==> config.mk <==
export PLATFORM = sky130hd
export DESIGN_NAME = cfr_ctrl_flat
export DESIGN_NICKNAME = d
export VERILOG_FILES = /design/src/common/cfr_pkg.sv /design/src/common/cfr_link_if.sv /design/src/cfr_ctrl.sv /design/src/flat_wrapper.sv
export VERILOG_INCLUDE_DIRS = /design/src /design/src/common
export SDC_FILE = /design/constraint.sdc
export NUM_CORES = 1
export LEC_CHECK = 0
export BUFFER_PORTS_ARGS = -buffer_cell sky130_fd_sc_hd__buf_2
export CELL_PAD_IN_SITES_DETAIL_PLACEMENT = 1
export CELL_PAD_IN_SITES_GLOBAL_PLACEMENT = 2
export CORE_MARGIN = 3
export CORE_UTILIZATION = 38
export CTS_BUF_LIST = sky130_fd_sc_hd__clkbuf_4 sky130_fd_sc_hd__clkbuf_8
export CTS_CLUSTER_DIAMETER = 80
export DETAILED_ROUTE_END_ITERATION = 8
export PLACE_DENSITY = 0.88
export SLEW_MARGIN = 30
export SYNTH_ARGS = -nofsm -noshare
export SYNTH_HDL_FRONTEND = slang
export SYNTH_SLANG_ARGS = --single-unit
==> constraint.sdc <==
create_clock -name sys_clk -period 13.68 [get_ports sys_clk]
set_input_delay 0 -clock sys_clk [delete_from_list [all_inputs] [get_ports sys_clk]]
set_output_delay 0 -clock sys_clk [all_outputs]
set_load 0.01 [all_outputs]
==> src/common/cfr_map.svh <==
`ifndef CFR_MAP_SVH
`define CFR_MAP_SVH

// ==========================================================
// Rates and derived cycle counts
`define CFR_PIX_HZ        25000000
`define CFR_VERT_HZ       50000
`define CFR_LINE_CYC      3735
`define CFR_VERT_CYC      (`CFR_PIX_HZ / `CFR_VERT_HZ)
`define CFR_VERT_HIGH     ((`CFR_VERT_CYC * 5) / 8)
`define CFR_VERT_QTR      (`CFR_VERT_CYC / 4)
`define CFR_PVT_CYC       `CFR_VERT_CYC
`define CFR_FLUSH_MIN_US  10
`define CFR_FLUSH_MIN_CYC ((`CFR_FLUSH_MIN_US * (`CFR_PIX_HZ / 1000000)))
`define CFR_POWER_STEP    250

// ==========================================================
// Array geometry
`define CFR_TOTAL_LINES   8082
`define CFR_ACTIVE_LINES  8000
`define CFR_REG_CELLS     6094
`define CFR_DUMMY_CELLS   46
`define CFR_HALF_CELLS    (`CFR_REG_CELLS / 2)

// ==========================================================
// Sixth-slot waveform words, bit 0 is the first sixth
`define CFR_H1_RUN        6'h07
`define CFR_H2_RUN        6'h1c
`define CFR_H3_RUN        6'h31
`define CFR_RST_RUN       6'h01
`define CFR_WORD_HIGH     6'h3f
`define CFR_WORD_LOW      6'h00

// ==========================================================
// Image phase patterns
`define CFR_A_INTEG       4'h3
`define CFR_A_PVT         4'h6
`define CFR_A_FLUSH       4'h0

`endif

==> src/common/cfr_pkg.sv <==
package cfr_pkg;

    typedef enum logic [6:0] {
        CFR_ST_POWER = 7'h01,
        CFR_ST_IDLE  = 7'h02,
        CFR_ST_FLUSH = 7'h04,
        CFR_ST_INTEG = 7'h08,
        CFR_ST_PVT   = 7'h10,
        CFR_ST_VERT  = 7'h20,
        CFR_ST_HORZ  = 7'h40
    } cfr_state_t;

    typedef enum logic [1:0] {
        CFR_MODE_TOP    = 2'h0,
        CFR_MODE_BOTTOM = 2'h1,
        CFR_MODE_SPLIT  = 2'h2
    } cfr_mode_t;

    // Six sub-slot levels of one pixel period
    typedef logic [5:0] cfr_word_t;

    typedef struct packed {
        cfr_state_t  st;
        logic [2:0]  pwr;
        logic [15:0] pcnt;
        logic [11:0] cyc;
        logic [12:0] line;
        logic [11:0] pix;
        logic        trig;
    } cfr_ctrl_t;

    typedef struct packed {
        logic [12:0]      line;
        logic [3:0][11:0] cells;
        logic [3:0]       strobe;
        logic             flushed;
        logic             order_err;
        logic [1:0]       xfer_prev;
        logic             flush_prev;
    } cfr_dev_t;

endpackage

==> src/common/cfr_link_if.sv <==
`timescale 1ns/10ps
interface cfr_link_if;
    // Index 0 top set (shared by both top quadrants), 1 bottom set
    logic [1:0][3:0]                 vertical_image_phases;
    logic [1:0]                      line_transfer_gate;
    logic                            vert_high_level;
    // Index: output 0 top-left, 1 top-right, 2 bottom-left, 3 bottom-right
    logic [3:0][2:0][5:0]            horizontal_shift_phases;
    logic [3:0][5:0]                 summing_gate;
    logic [3:0][5:0]                 node_reset_gate;
    logic                            substrate_bias_pulse;
    logic [4:0]                      supply_en;

    modport ctrl (
        output vertical_image_phases,
        output line_transfer_gate,
        output vert_high_level,
        output horizontal_shift_phases,
        output summing_gate,
        output node_reset_gate,
        output substrate_bias_pulse,
        output supply_en
    );

    modport sensor (
        input vertical_image_phases,
        input line_transfer_gate,
        input vert_high_level,
        input horizontal_shift_phases,
        input summing_gate,
        input node_reset_gate,
        input substrate_bias_pulse,
        input supply_en
    );
endinterface

==> src/cfr_ctrl.sv <==
`timescale 1ns/10ps
`include "cfr_map.svh"
// Contract
// - Shift one line per step to chosen register
// - Register halves clocked independently per output
// - Third horizontal phase held during line shift
// - Summing gate at each end bins pixels
// - Reset gate pulsed one sixth per pixel
// - Line counter spans all 8082 lines, 4041 steps in split mode
// - Pixel counter shifts whole register half
// - Two image gates integrate, two block
// - Vertical phases five eighths high, higher level
// - Transfer gate follows phase one, low skips
// - Horizontal phases 25 MHz, three sixths duty
// - Vertical transport clocked at 50 kHz
// - Line period is 3735 pixel cycles
// - Charge flush first line after trigger rise
// - Integrate while exposure trigger high
// - Return idle after full readout
// - Prepare transport before bottom outputs used
// - Flush with image phases low, substrate pulse
// - Supplies enabled in fixed order
// - Quadrant pairs share one vertical set
module cfr_ctrl #(
    parameter int unsigned POWER_STEP_CYC = `CFR_POWER_STEP
) (
    input  wire logic              sys_clk,
    input  wire logic              sys_rst,
    input  wire logic              exposure_trig,
    input  wire cfr_pkg::cfr_mode_t readout_mode,
    input  wire logic [1:0]        half_en,
    input  wire logic              bin_en,
    input  wire logic              skip_line,
    output logic                   ready,
    output logic                   supplies_up,
    output logic [12:0]            line_index,
    cfr_link_if.ctrl               link
);

    // ==========================================================
    // Helpers
    function automatic logic vphase(input logic [11:0] cyc,
                                    input int unsigned k);
        int unsigned p;
        p = (int'(cyc) + `CFR_VERT_CYC - k * `CFR_VERT_QTR)
            % `CFR_VERT_CYC;
        return p < `CFR_VERT_HIGH;
    endfunction

    function automatic logic [12:0] line_limit(input cfr_pkg::cfr_mode_t m);
        // Split readout empties both registers at once
        if (m == cfr_pkg::CFR_MODE_SPLIT)
            return 13'(`CFR_TOTAL_LINES / 2);
        else
            return 13'(`CFR_TOTAL_LINES);
    endfunction

    function automatic logic uses_bottom(input cfr_pkg::cfr_mode_t m);
        return m != cfr_pkg::CFR_MODE_TOP;
    endfunction

    // ==========================================================
    // State
    cfr_pkg::cfr_ctrl_t s_q;
    cfr_pkg::cfr_ctrl_t s_d;
    logic               last_cyc;

    assign last_cyc = s_q.cyc == 12'(`CFR_LINE_CYC - 1);

    always_comb
    begin
        s_d      = s_q;
        s_d.trig = exposure_trig;
        case (s_q.st)
            cfr_pkg::CFR_ST_POWER:
            begin
                // Stage n waits a step, then enables supply n
                if (s_q.pcnt == 16'(POWER_STEP_CYC - 1))
                begin
                    s_d.pcnt = 16'h0000;
                    s_d.pwr  = s_q.pwr + 3'h1;
                    if (s_q.pwr == 3'h4)
                        s_d.st = cfr_pkg::CFR_ST_IDLE;
                end
                else
                    s_d.pcnt = s_q.pcnt + 16'h0001;
            end
            cfr_pkg::CFR_ST_IDLE:
            begin
                s_d.cyc  = 12'h000;
                s_d.line = 13'h0000;
                if (exposure_trig && !s_q.trig)
                    s_d.st = cfr_pkg::CFR_ST_FLUSH;
            end
            cfr_pkg::CFR_ST_FLUSH:
            begin
                // One full line, well above the 10 us minimum
                s_d.cyc = s_q.cyc + 12'h001;
                if (last_cyc)
                begin
                    s_d.cyc = 12'h000;
                    s_d.st  = cfr_pkg::CFR_ST_INTEG;
                end
            end
            cfr_pkg::CFR_ST_INTEG:
            begin
                if (!exposure_trig)
                    s_d.st = uses_bottom(readout_mode) ?
                             cfr_pkg::CFR_ST_PVT :
                             cfr_pkg::CFR_ST_VERT;
            end
            cfr_pkg::CFR_ST_PVT:
            begin
                s_d.cyc = s_q.cyc + 12'h001;
                if (s_q.cyc == 12'(`CFR_PVT_CYC - 1))
                begin
                    s_d.cyc = 12'h000;
                    s_d.st  = cfr_pkg::CFR_ST_VERT;
                end
            end
            cfr_pkg::CFR_ST_VERT:
            begin
                s_d.cyc = s_q.cyc + 12'h001;
                s_d.pix = 12'h000;
                if (s_q.cyc == 12'(`CFR_VERT_CYC - 1))
                    s_d.st = cfr_pkg::CFR_ST_HORZ;
            end
            cfr_pkg::CFR_ST_HORZ:
            begin
                s_d.cyc = s_q.cyc + 12'h001;
                if (s_q.pix != 12'(`CFR_HALF_CELLS))
                    s_d.pix = s_q.pix + 12'h001;
                if (last_cyc)
                begin
                    s_d.cyc  = 12'h000;
                    s_d.line = s_q.line + 13'h0001;
                    if (s_q.line == line_limit(readout_mode) - 13'h0001)
                        s_d.st = cfr_pkg::CFR_ST_IDLE;
                    else
                        s_d.st = cfr_pkg::CFR_ST_VERT;
                end
            end
            default:
                s_d.st = cfr_pkg::CFR_ST_IDLE;
        endcase
    end

    always_ff @(posedge sys_clk or posedge sys_rst)
    begin
        if (sys_rst)
        begin
            s_q.st   <= cfr_pkg::CFR_ST_POWER;
            s_q.pwr  <= 3'h0;
            s_q.pcnt <= 16'h0000;
            s_q.cyc  <= 12'h000;
            s_q.line <= 13'h0000;
            s_q.pix  <= 12'h000;
            s_q.trig <= 1'b0;
        end
        else
            s_q <= s_d;
    end

    // ==========================================================
    // Phase decode
    logic [3:0] out_en;
    logic       shifting;
    logic [3:0] a_fwd;
    logic       vert;

    assign vert     = s_q.st == cfr_pkg::CFR_ST_VERT;
    assign shifting = s_q.st == cfr_pkg::CFR_ST_HORZ &&
                      s_q.pix != 12'(`CFR_HALF_CELLS);

    always_comb
    begin
        out_en[0] = readout_mode != cfr_pkg::CFR_MODE_BOTTOM && half_en[0];
        out_en[1] = readout_mode != cfr_pkg::CFR_MODE_BOTTOM && half_en[1];
        out_en[2] = uses_bottom(readout_mode) && half_en[0];
        out_en[3] = uses_bottom(readout_mode) && half_en[1];
        for (int k = 0; k < 4; k++)
            a_fwd[k] = vphase(s_q.cyc, k);
    end

    always_comb
    begin
        for (int side = 0; side < 2; side++)
        begin
            // Charge moves up in top mode, down in bottom mode; split moves the top set up, the bottom set down
            case (s_q.st)
                cfr_pkg::CFR_ST_FLUSH:
                    link.vertical_image_phases[side] = `CFR_A_FLUSH;
                cfr_pkg::CFR_ST_PVT:
                    link.vertical_image_phases[side] = `CFR_A_PVT;
                cfr_pkg::CFR_ST_VERT:
                    if (readout_mode == cfr_pkg::CFR_MODE_BOTTOM ||
                        (readout_mode == cfr_pkg::CFR_MODE_SPLIT &&
                         side == 1))
                        // Phase one kept, so the gate opens once a step
                        link.vertical_image_phases[side] =
                            {a_fwd[1], a_fwd[2], a_fwd[3], a_fwd[0]};
                    else
                        link.vertical_image_phases[side] = a_fwd;
                default:
                    link.vertical_image_phases[side] = `CFR_A_INTEG;
            endcase
            // Skipped line keeps the register closed
            link.line_transfer_gate[side] = vert && !skip_line &&
                link.vertical_image_phases[side][0];
        end
        for (int o = 0; o < 4; o++)
        begin
            if (!out_en[o])
            begin
                // Unused halves parked low
                link.horizontal_shift_phases[o] = '0;
                link.summing_gate[o]            = `CFR_WORD_LOW;
                link.node_reset_gate[o]         = `CFR_WORD_LOW;
            end
            else if (shifting)
            begin
                link.horizontal_shift_phases[o][0] = `CFR_H1_RUN;
                link.horizontal_shift_phases[o][1] = `CFR_H2_RUN;
                link.horizontal_shift_phases[o][2] = `CFR_H3_RUN;
                // Binning: gate held high on even cells collects two
                if (bin_en && !s_q.pix[0])
                begin
                    link.summing_gate[o]    = `CFR_WORD_HIGH;
                    link.node_reset_gate[o] = `CFR_WORD_LOW;
                end
                else
                begin
                    link.summing_gate[o]    = `CFR_H3_RUN;
                    link.node_reset_gate[o] = `CFR_RST_RUN;
                end
            end
            else
            begin
                link.horizontal_shift_phases[o][0] = `CFR_WORD_LOW;
                link.horizontal_shift_phases[o][1] = `CFR_WORD_LOW;
                link.horizontal_shift_phases[o][2] = `CFR_WORD_HIGH;
                link.summing_gate[o]               = `CFR_WORD_HIGH;
                link.node_reset_gate[o]            = `CFR_WORD_LOW;
            end
        end
        for (int i = 0; i < 5; i++)
            link.supply_en[i] = s_q.pwr > 3'(i);
    end

    assign link.vert_high_level      = vert;
    assign link.substrate_bias_pulse = s_q.st == cfr_pkg::CFR_ST_FLUSH;
    assign ready       = s_q.st == cfr_pkg::CFR_ST_IDLE;
    assign supplies_up = s_q.pwr == 3'h5;
    assign line_index  = s_q.line;

endmodule

==> src/flat_wrapper.sv <==
// flat-port wrapper written by rule: the top's interface ports become plain ports
module cfr_ctrl_flat 
#(
    parameter int unsigned POWER_STEP_CYC = `CFR_POWER_STEP
)
  (sys_clk, sys_rst, exposure_trig, readout_mode, half_en, bin_en, skip_line, ready, supplies_up, line_index, link_vertical_image_phases, link_line_transfer_gate, link_vert_high_level, link_horizontal_shift_phases, link_summing_gate, link_node_reset_gate, link_substrate_bias_pulse, link_supply_en);
  cfr_link_if link_i ();
  input  wire logic sys_clk;
  input  wire logic sys_rst;
  input  wire logic exposure_trig;
  input  wire cfr_pkg::cfr_mode_t readout_mode;
  input  wire logic [1:0] half_en;
  input  wire logic bin_en;
  input  wire logic skip_line;
  output logic ready;
  output logic supplies_up;
  output logic [12:0] line_index;
  output wire logic [$bits(link_i.vertical_image_phases)-1:0] link_vertical_image_phases;
  output wire logic [$bits(link_i.line_transfer_gate)-1:0] link_line_transfer_gate;
  output wire logic [$bits(link_i.vert_high_level)-1:0] link_vert_high_level;
  output wire logic [$bits(link_i.horizontal_shift_phases)-1:0] link_horizontal_shift_phases;
  output wire logic [$bits(link_i.summing_gate)-1:0] link_summing_gate;
  output wire logic [$bits(link_i.node_reset_gate)-1:0] link_node_reset_gate;
  output wire logic [$bits(link_i.substrate_bias_pulse)-1:0] link_substrate_bias_pulse;
  output wire logic [$bits(link_i.supply_en)-1:0] link_supply_en;
  assign link_vertical_image_phases = link_i.vertical_image_phases;
  assign link_line_transfer_gate = link_i.line_transfer_gate;
  assign link_vert_high_level = link_i.vert_high_level;
  assign link_horizontal_shift_phases = link_i.horizontal_shift_phases;
  assign link_summing_gate = link_i.summing_gate;
  assign link_node_reset_gate = link_i.node_reset_gate;
  assign link_substrate_bias_pulse = link_i.substrate_bias_pulse;
  assign link_supply_en = link_i.supply_en;
  cfr_ctrl #(.POWER_STEP_CYC(POWER_STEP_CYC)) u_core (.sys_clk(sys_clk), .sys_rst(sys_rst), .exposure_trig(exposure_trig), .readout_mode(readout_mode), .half_en(half_en), .bin_en(bin_en), .skip_line(skip_line), .ready(ready), .supplies_up(supplies_up), .line_index(line_index), .link(link_i));
endmodule
==> impl_metrics.tcl, run 1 <==
set metrics [dict create \
    synthTopCellsByCount "162 x nor2_1, 138 x nand2_1, 121 x buf_4, 98 x o21ai_0, 86 x nand3_1" \
    drive_gt1_frac 0.155 \
    vias_per_cell 6.21 \
    netlist_instances 1664 \
    die_w_um 185 \
    hp-class "input port to output pin" \
    status "finished, final reports clean" \
    syn_avg_cell_area_um2 7.35 \
    clock_sinks 64 \
    dieArea_um2 34400 \
    clk_pin_slew_ns 0.07 \
    cts_buffers 9 \
    ys_async_sr_fraction 1.00 \
    ctsRootBufferMaster "clkbuf_8" \
    powerDensity_nw_per_um2 58.5 \
    worstSetupPathType "flip-flop to output pin" \
    start_util 0.387 \
    htree_levels 3 \
    io_pins 161 \
    slew_headroom 0.355 \
    yosys_warnings 0 \
    dpl.hpwl_um 31200 \
    holdPathStages 3 \
    syn2layout_area_growth_pct 2.74 \
    fin_nets 1700 \
    grt_antenna_before_repair 0 \
    slew_viol_final 0 \
    worst_pin_slew_ns 0.967 \
    finalClockSkew_ns 0.0120 \
    fin_tns_setup_ns 0 \
    ys.flop_type "dfrtp_1" \
    required_ns 13.68 \
    dr.pass1.iters 5 \
    place_congestion 0.874 \
    coreArea_um2 31600 \
    insertion_delay_ns 0.35 \
    vias 12900 \
    cp-start-kind "flip-flop" \
    ir_worst_vdd_uv 72.1 \
    routedWlPerCell_um 19.4 \
    reg2reg_depth 10 \
    dieHeight_um 185 \
    netlist-cell-type-count 132 \
    overflow 0 \
    whs_ns 0.270 \
    p_leak_uw 0.00522 \
    drc 0 \
    cap_violations 0 \
    fill_cells 3994 \
    synth-seq-cells 64 \
    grt_pass1_vias 12700 \
    finalHoldViolations 0 \
    syn-cell-area_um2 12200 \
    fmax_mhz 106 \
    cp.arrival_ns 9.45 \
    detail_route.iter0.violations 805 \
    rsz0062_at_grt "false" \
    port_buffers 116 \
    wl_um 40200 \
    grt_usage 0.227 \
    seq_area_frac_synth 0.131 \
    yosysMostFrequentCell "nor2_1" \
    ys_top_cells_by_area "dfrtp_1 13%, buf_4 7.4%, nor2_1 5.0%, xnor2_1 4.9%, nand2_1 4.2%" \
    ant_nets 0 \
    synth_top_cell_area_share 0.129 \
    grt_first_pass_wirelength_um 65900 \
    endpoint_kind "output pin" \
    setup_violations 0 \
    crit_path_max_fanout 24 \
    postCtsSetupBuffers 0 \
    antenna_cells 0 \
    synth_edf_count 0 \
    yosys.area.top_type "dfrtp_1" \
    fin_crit_sh 0.691 \
    grt_max_degree 65 \
    cts_tree "yes" \
    cts_max_path_buffers 2 \
    min_period_ns 9.45 \
    rows 65 \
]
[kinds of logic after synthesis]
logic type / synth area share
AO/OA/AOI/OAI: 0.336
XOR/XNOR: 0.0728
adder cells (fa/ha/maj): 0.0319
buffers and inverters: 0.114
flip-flops: 0.131
multiplexers: 0.0265
other: 0.000307
AND/OR/NAND/NOR: 0.288
[where the power goes]
| group | total [uW] | switching, uW | internal (uW) | leakage [uW] |
|---|---|---|---|---|
| Sequential | 213 | 15.6 | 198 | 0.000883 |
| Combinational | 368 | 245 | 123 | 0.00424 |
| Clock | 153 | 71.8 | 81.7 | 0.000103 |
| Total | 735 | 332 | 403 | 0.00522 |
[timing repair]
item | in CTS | in global routing
hold buffers | 2 | 0
hold endpoints to repair | 65 | 0
gates resized for setup | 0 | 0
[layout make-up]
| cell class | instances | area (um^2) | share of cell area |
|---|---|---|---|
| Clock buffer | 13 | 173 | 0.0137 |
| Clock inverter | 3 | 15.0 | 0.00119 |
| Inverter | 41 | 154 | 0.0122 |
| Multi-Input combinational cell | 1415 | 9420 | 0.749 |
| Sequential cell | 64 | 1600 | 0.128 |
| Tap cell | 402 | 503 | 0.0400 |
| Timing Repair Buffer | 132 | 706 | 0.0561 |
[worst max-delay path, cell delays in order, from the launching register on]
cell and delay [ns]:
dfrtp_1 0.89, inv_1 0.33, ha_1 0.73, a21oi_2 0.53, nor2_1 0.20, or3_1 0.44, a21oi_1 0.20, ha_1 0.55
nand2_1 0.10, o2111a_1 0.23, nor4_1 0.45, o21ai_1 0.25, or3_1 0.39, a221oi_2 0.65, o221ai_1 0.28, mux2i_2 0.43
o31a_1 0.46, a221o_1 0.28, nand4b_1 0.20, a311oi_1 0.45, a211oi_2 0.10, a31o_1 0.24, a32oi_2 0.29, a31oi_1 0.13
o31ai_1 0.09, buf_2 0.19
[state kept, by name, summed over array words and instances (netlist names)]
register and flops:
u_core.line_index 13, u_core.s_q 51
[layer usage]
layer  vias up  routed length (um)  GRT usage  part of all wire
met4         0                 565     0.0507             0.014
met1      6414               18800      0.311              0.47
met2       253               19700      0.392              0.49
met5         -                   0          0                 0
met3        45                1110     0.0147             0.028
li1       6149                   -          -                 -
[per-stage QoR]
step,area (um^2),utilization,setup slack [ns],total power [uW],instances
after global placement,12300,0.390,4.99,570,2052
after floorplan,12400,-,6.93,492,1707
final,12600,0.397,4.23,735,2070
after CTS,12600,0.397,4.30,740,2070
after global routing,12600,0.397,3.37,790,2070
after detailed placement,12400,0.391,4.70,581,2052
[path summary, 6_finish.rpt]
kind / from / end / slack, ns
setup / recovery: u_core.s_q[28] / link_vertical_image_phases[5] / 4.23
hold / removal: skip_line / link_line_transfer_gate[1] / 0.27
hold reg to reg: u_core.s_q[56] / u_core.s_q[57] / 0.48
setup reg to reg: u_core.s_q[31] / u_core.line_index[11] / 10.25
max in group asynchronous: sys_rst / u_core.s_q[26] / 12.71
min in group asynchronous: sys_rst / u_core.s_q[63] / 0.45
[placed cells by master, fill, tap and decap left out, drive strengths merged, types with 15 or more instances in the layout]
master / Yosys / layout
nor4: 21 / 21
nand2: 140 / 140
nand2b: 19 / 19
a31oi: 25 / 25
o211ai: 26 / 26
conb: 1 / 44
or3: 33 / 33
a21o: 17 / 17
o2111ai: 15 / 15
o21a: 18 / 18
nand3: 88 / 88
buf: 154 / 130
ha: 28 / 28
o22ai: 19 / 19
dfrtp: 63 / 63
o31ai: 23 / 23
nor3: 61 / 61
o21ai: 120 / 120
nor2: 164 / 164
and2: 20 / 20
nand4: 26 / 26
a211oi: 40 / 40
a21oi: 91 / 91
inv: 40 / 40
xor2: 26 / 26
mux2i: 23 / 23
and3: 24 / 24
or2: 20 / 20
xnor2: 68 / 68
No activity file was read; power rests on OpenSTA's default activity.
==> run 2, diff against run 1 <==
Settings changed: CORE_UTILIZATION 38 to 32, PLACE_DENSITY 0.88 to 0.79.
Clock period 13.68 ns to 7.8 ns, I/O delays scaled along.
==> impl_metrics.tcl, run 2 (synthesis gave the netlist of run 1 again) <==
set metrics [dict create \
    status "finished, final reports clean" \
    setup_violations 0 \
    crit_path_max_incr_delay_ns 0.56 \
    grt_usage 0.195 \
    cp.arrival_ns 7.36 \
    htree_levels 3 \
    crit_slowest_cell "or4_1" \
    powerDensity_nw_per_um2 97.2 \
    rows 70 \
    finalHoldViolations 0 \
    mostFrequentLayoutCell "nor2_1" \
    required_ns 7.80 \
    place_congestion 0.906 \
    fin_crit_sh 0.944 \
    multiInputGateArea_um2 9710 \
    grt_antenna_before_repair 0 \
    cts_max_path_buffers 2 \
    overflow 0 \
    fin_tns_setup_ns 0 \
    worst_pin_slew_ns 1.02 \
    fill_cells 4743 \
    dpl.hpwl_um 33000 \
    slew_viol_final 0 \
    ant_nets 0 \
    p_leak_uw 0.00546 \
    dieArea_um2 40600 \
    cp-start-kind "flip-flop" \
    cts_buffers 9 \
    final_cell_mix "157 x nor2_1, 137 x nand2_1, 116 x buf_2, 95 x o21ai_0, 86 x nand3_1" \
    cp_top_family "compound AO/OA/AOI/OAI gates" \
    start_util 0.329 \
    antenna_cells 0 \
    dieHeight_um 202 \
    largest_reg_flops 51 \
    slew_headroom 0.312 \
    grt_pass1_vias 12700 \
    power_switching_uw 587 \
    utilization 0.358 \
    clock_sinks 64 \
    pwr-share-comb 0.505 \
    endpoint_kind "output pin" \
    p_int_uw 704 \
    path_buf_inv 3 \
    cap_violations 0 \
    fmax_mhz 136 \
    routedWlPerCell_um 19.0 \
    vias 12800 \
    clk_pin_slew_ns 0.07 \
    insertion_delay_ns 0.35 \
    ir_worst_vdd_uv 129 \
    io_pins 161 \
    grt_max_degree 65 \
    min_period_ns 7.36 \
    finalClockSkew_ns 0.00654 \
    seqPwrFrac 0.286 \
    coreArea_um2 37100 \
    fin_nets 1739 \
    syn2layout_area_growth_pct 8.53 \
    grt_first_pass_wirelength_um 67900 \
    worstSetupPathType "flip-flop to output pin" \
    port_buffers 116 \
    detail_route.iter0.violations 791 \
    wl_um 42000 \
    cts_tree "yes" \
    crit_path_max_fanout 12 \
    hp-class "input port to output pin" \
    top_register "u_core.s_q" \
    dr.pass1.iters 5 \
    drive_gt1_frac 0.200 \
    die_w_um 202 \
    vias_per_cell 5.79 \
    swShare 0.454 \
    seqCellArea_um2 1600 \
    ctsRootBufferMaster "clkbuf_8" \
    clock_power_share 0.209 \
    drc 0 \
]
run 2: cell types whose count changed in the layout (fill, tap and decap cells not counted), moves of 4 or more:
cell | previous run | this run
a21oi_2 | 5 | 11
xnor2_2 | 1 | 7
nor2_1 | 161 | 157
xnor2_1 | 67 | 61
buf_4 | 14 | 53
a21oi_1 | 84 | 77
nor2_2 | 3 | 7
run 2: repair_timing:
action / CTS / global route
setup buffers: 0 / 11
gates resized for setup: 1 / 59
hold buffers: 2 / 0
hold endpoints to repair: 65 / 0
endpoints found under the setup margin: 4 / 6
pin swaps: 0 / 13
run 2: worst paths after layout:
kind / slack [ns] / end / cells after the start / from
worst max-delay path: 0.44 / link_vertical_image_phases[5] / 25 / u_core.s_q[28]
worst min-delay path: 0.26 / link_line_transfer_gate[1] / 3 / skip_line
worst max register to register: 4.44 / u_core.s_q[35] / 10 / u_core.s_q[57]
worst min register to register: 0.48 / u_core.s_q[53] / 1 / u_core.s_q[53]
max in group asynchronous: 6.83 / u_core.s_q[6] / 4 / sys_rst
min in group asynchronous: 0.45 / u_core.s_q[45] / 4 / sys_rst
run 2: cell type report:
cell class / instances / share of cell area
multi-input combinational: 1415 / 0.731
tap: 504 / 0.0475
timing repair buffer: 171 / 0.0752
sequential: 64 / 0.121
clock buffer: 13 / 0.0125
clock inverter: 3 / 0.00132
inverter: 41 / 0.0116
run 2: power groups by stage:
stage / Clock [uW] / Combinational [uW] / Sequential (uW)
after floorplan: 0 / 498 / 366
after global placement: 0 / 623 / 373
after detailed placement: 0 / 639 / 375
after CTS: 278 / 644 / 369
after global routing: 292 / 733 / 372
final: 269 / 652 / 369
run 2: per-stage QoR:
step	total power, uW	instance area, um^2	cells	setup slack [ns]	hold WS, ns
floorplan	863	12400	1707	1.05	0.0314
global placement	996	12700	2182	0.545	0.169
detailed placement	1010	12700	2182	0.353	0.165
CTS	1290	12900	2200	0.0469	0.268
global route	1400	13300	2211	-0.00672	0.287
finish	1290	13300	2211	0.437	0.265
run 2: metal layers:
layer / vias up / global-route usage / share of wire
li1: 6214 / - / -
met1: 6318 / 0.265 / 0.47
met2: 231 / 0.340 / 0.49
met3: 40 / 0.0168 / 0.033
met4: 0 / 0.0351 / 0.012
met5: - / 0 / 0
run 2: worst register-to-register path: cells and delay by family, from the launching register on:
| family | cells | cell delay [ns] |
|---|---|---|
| compound gates | 2 | 0.22 |
| simple gates | 6 | 1.64 |
| buf+inv | 2 | 0.83 |
| flops | 1 | 0.58 |
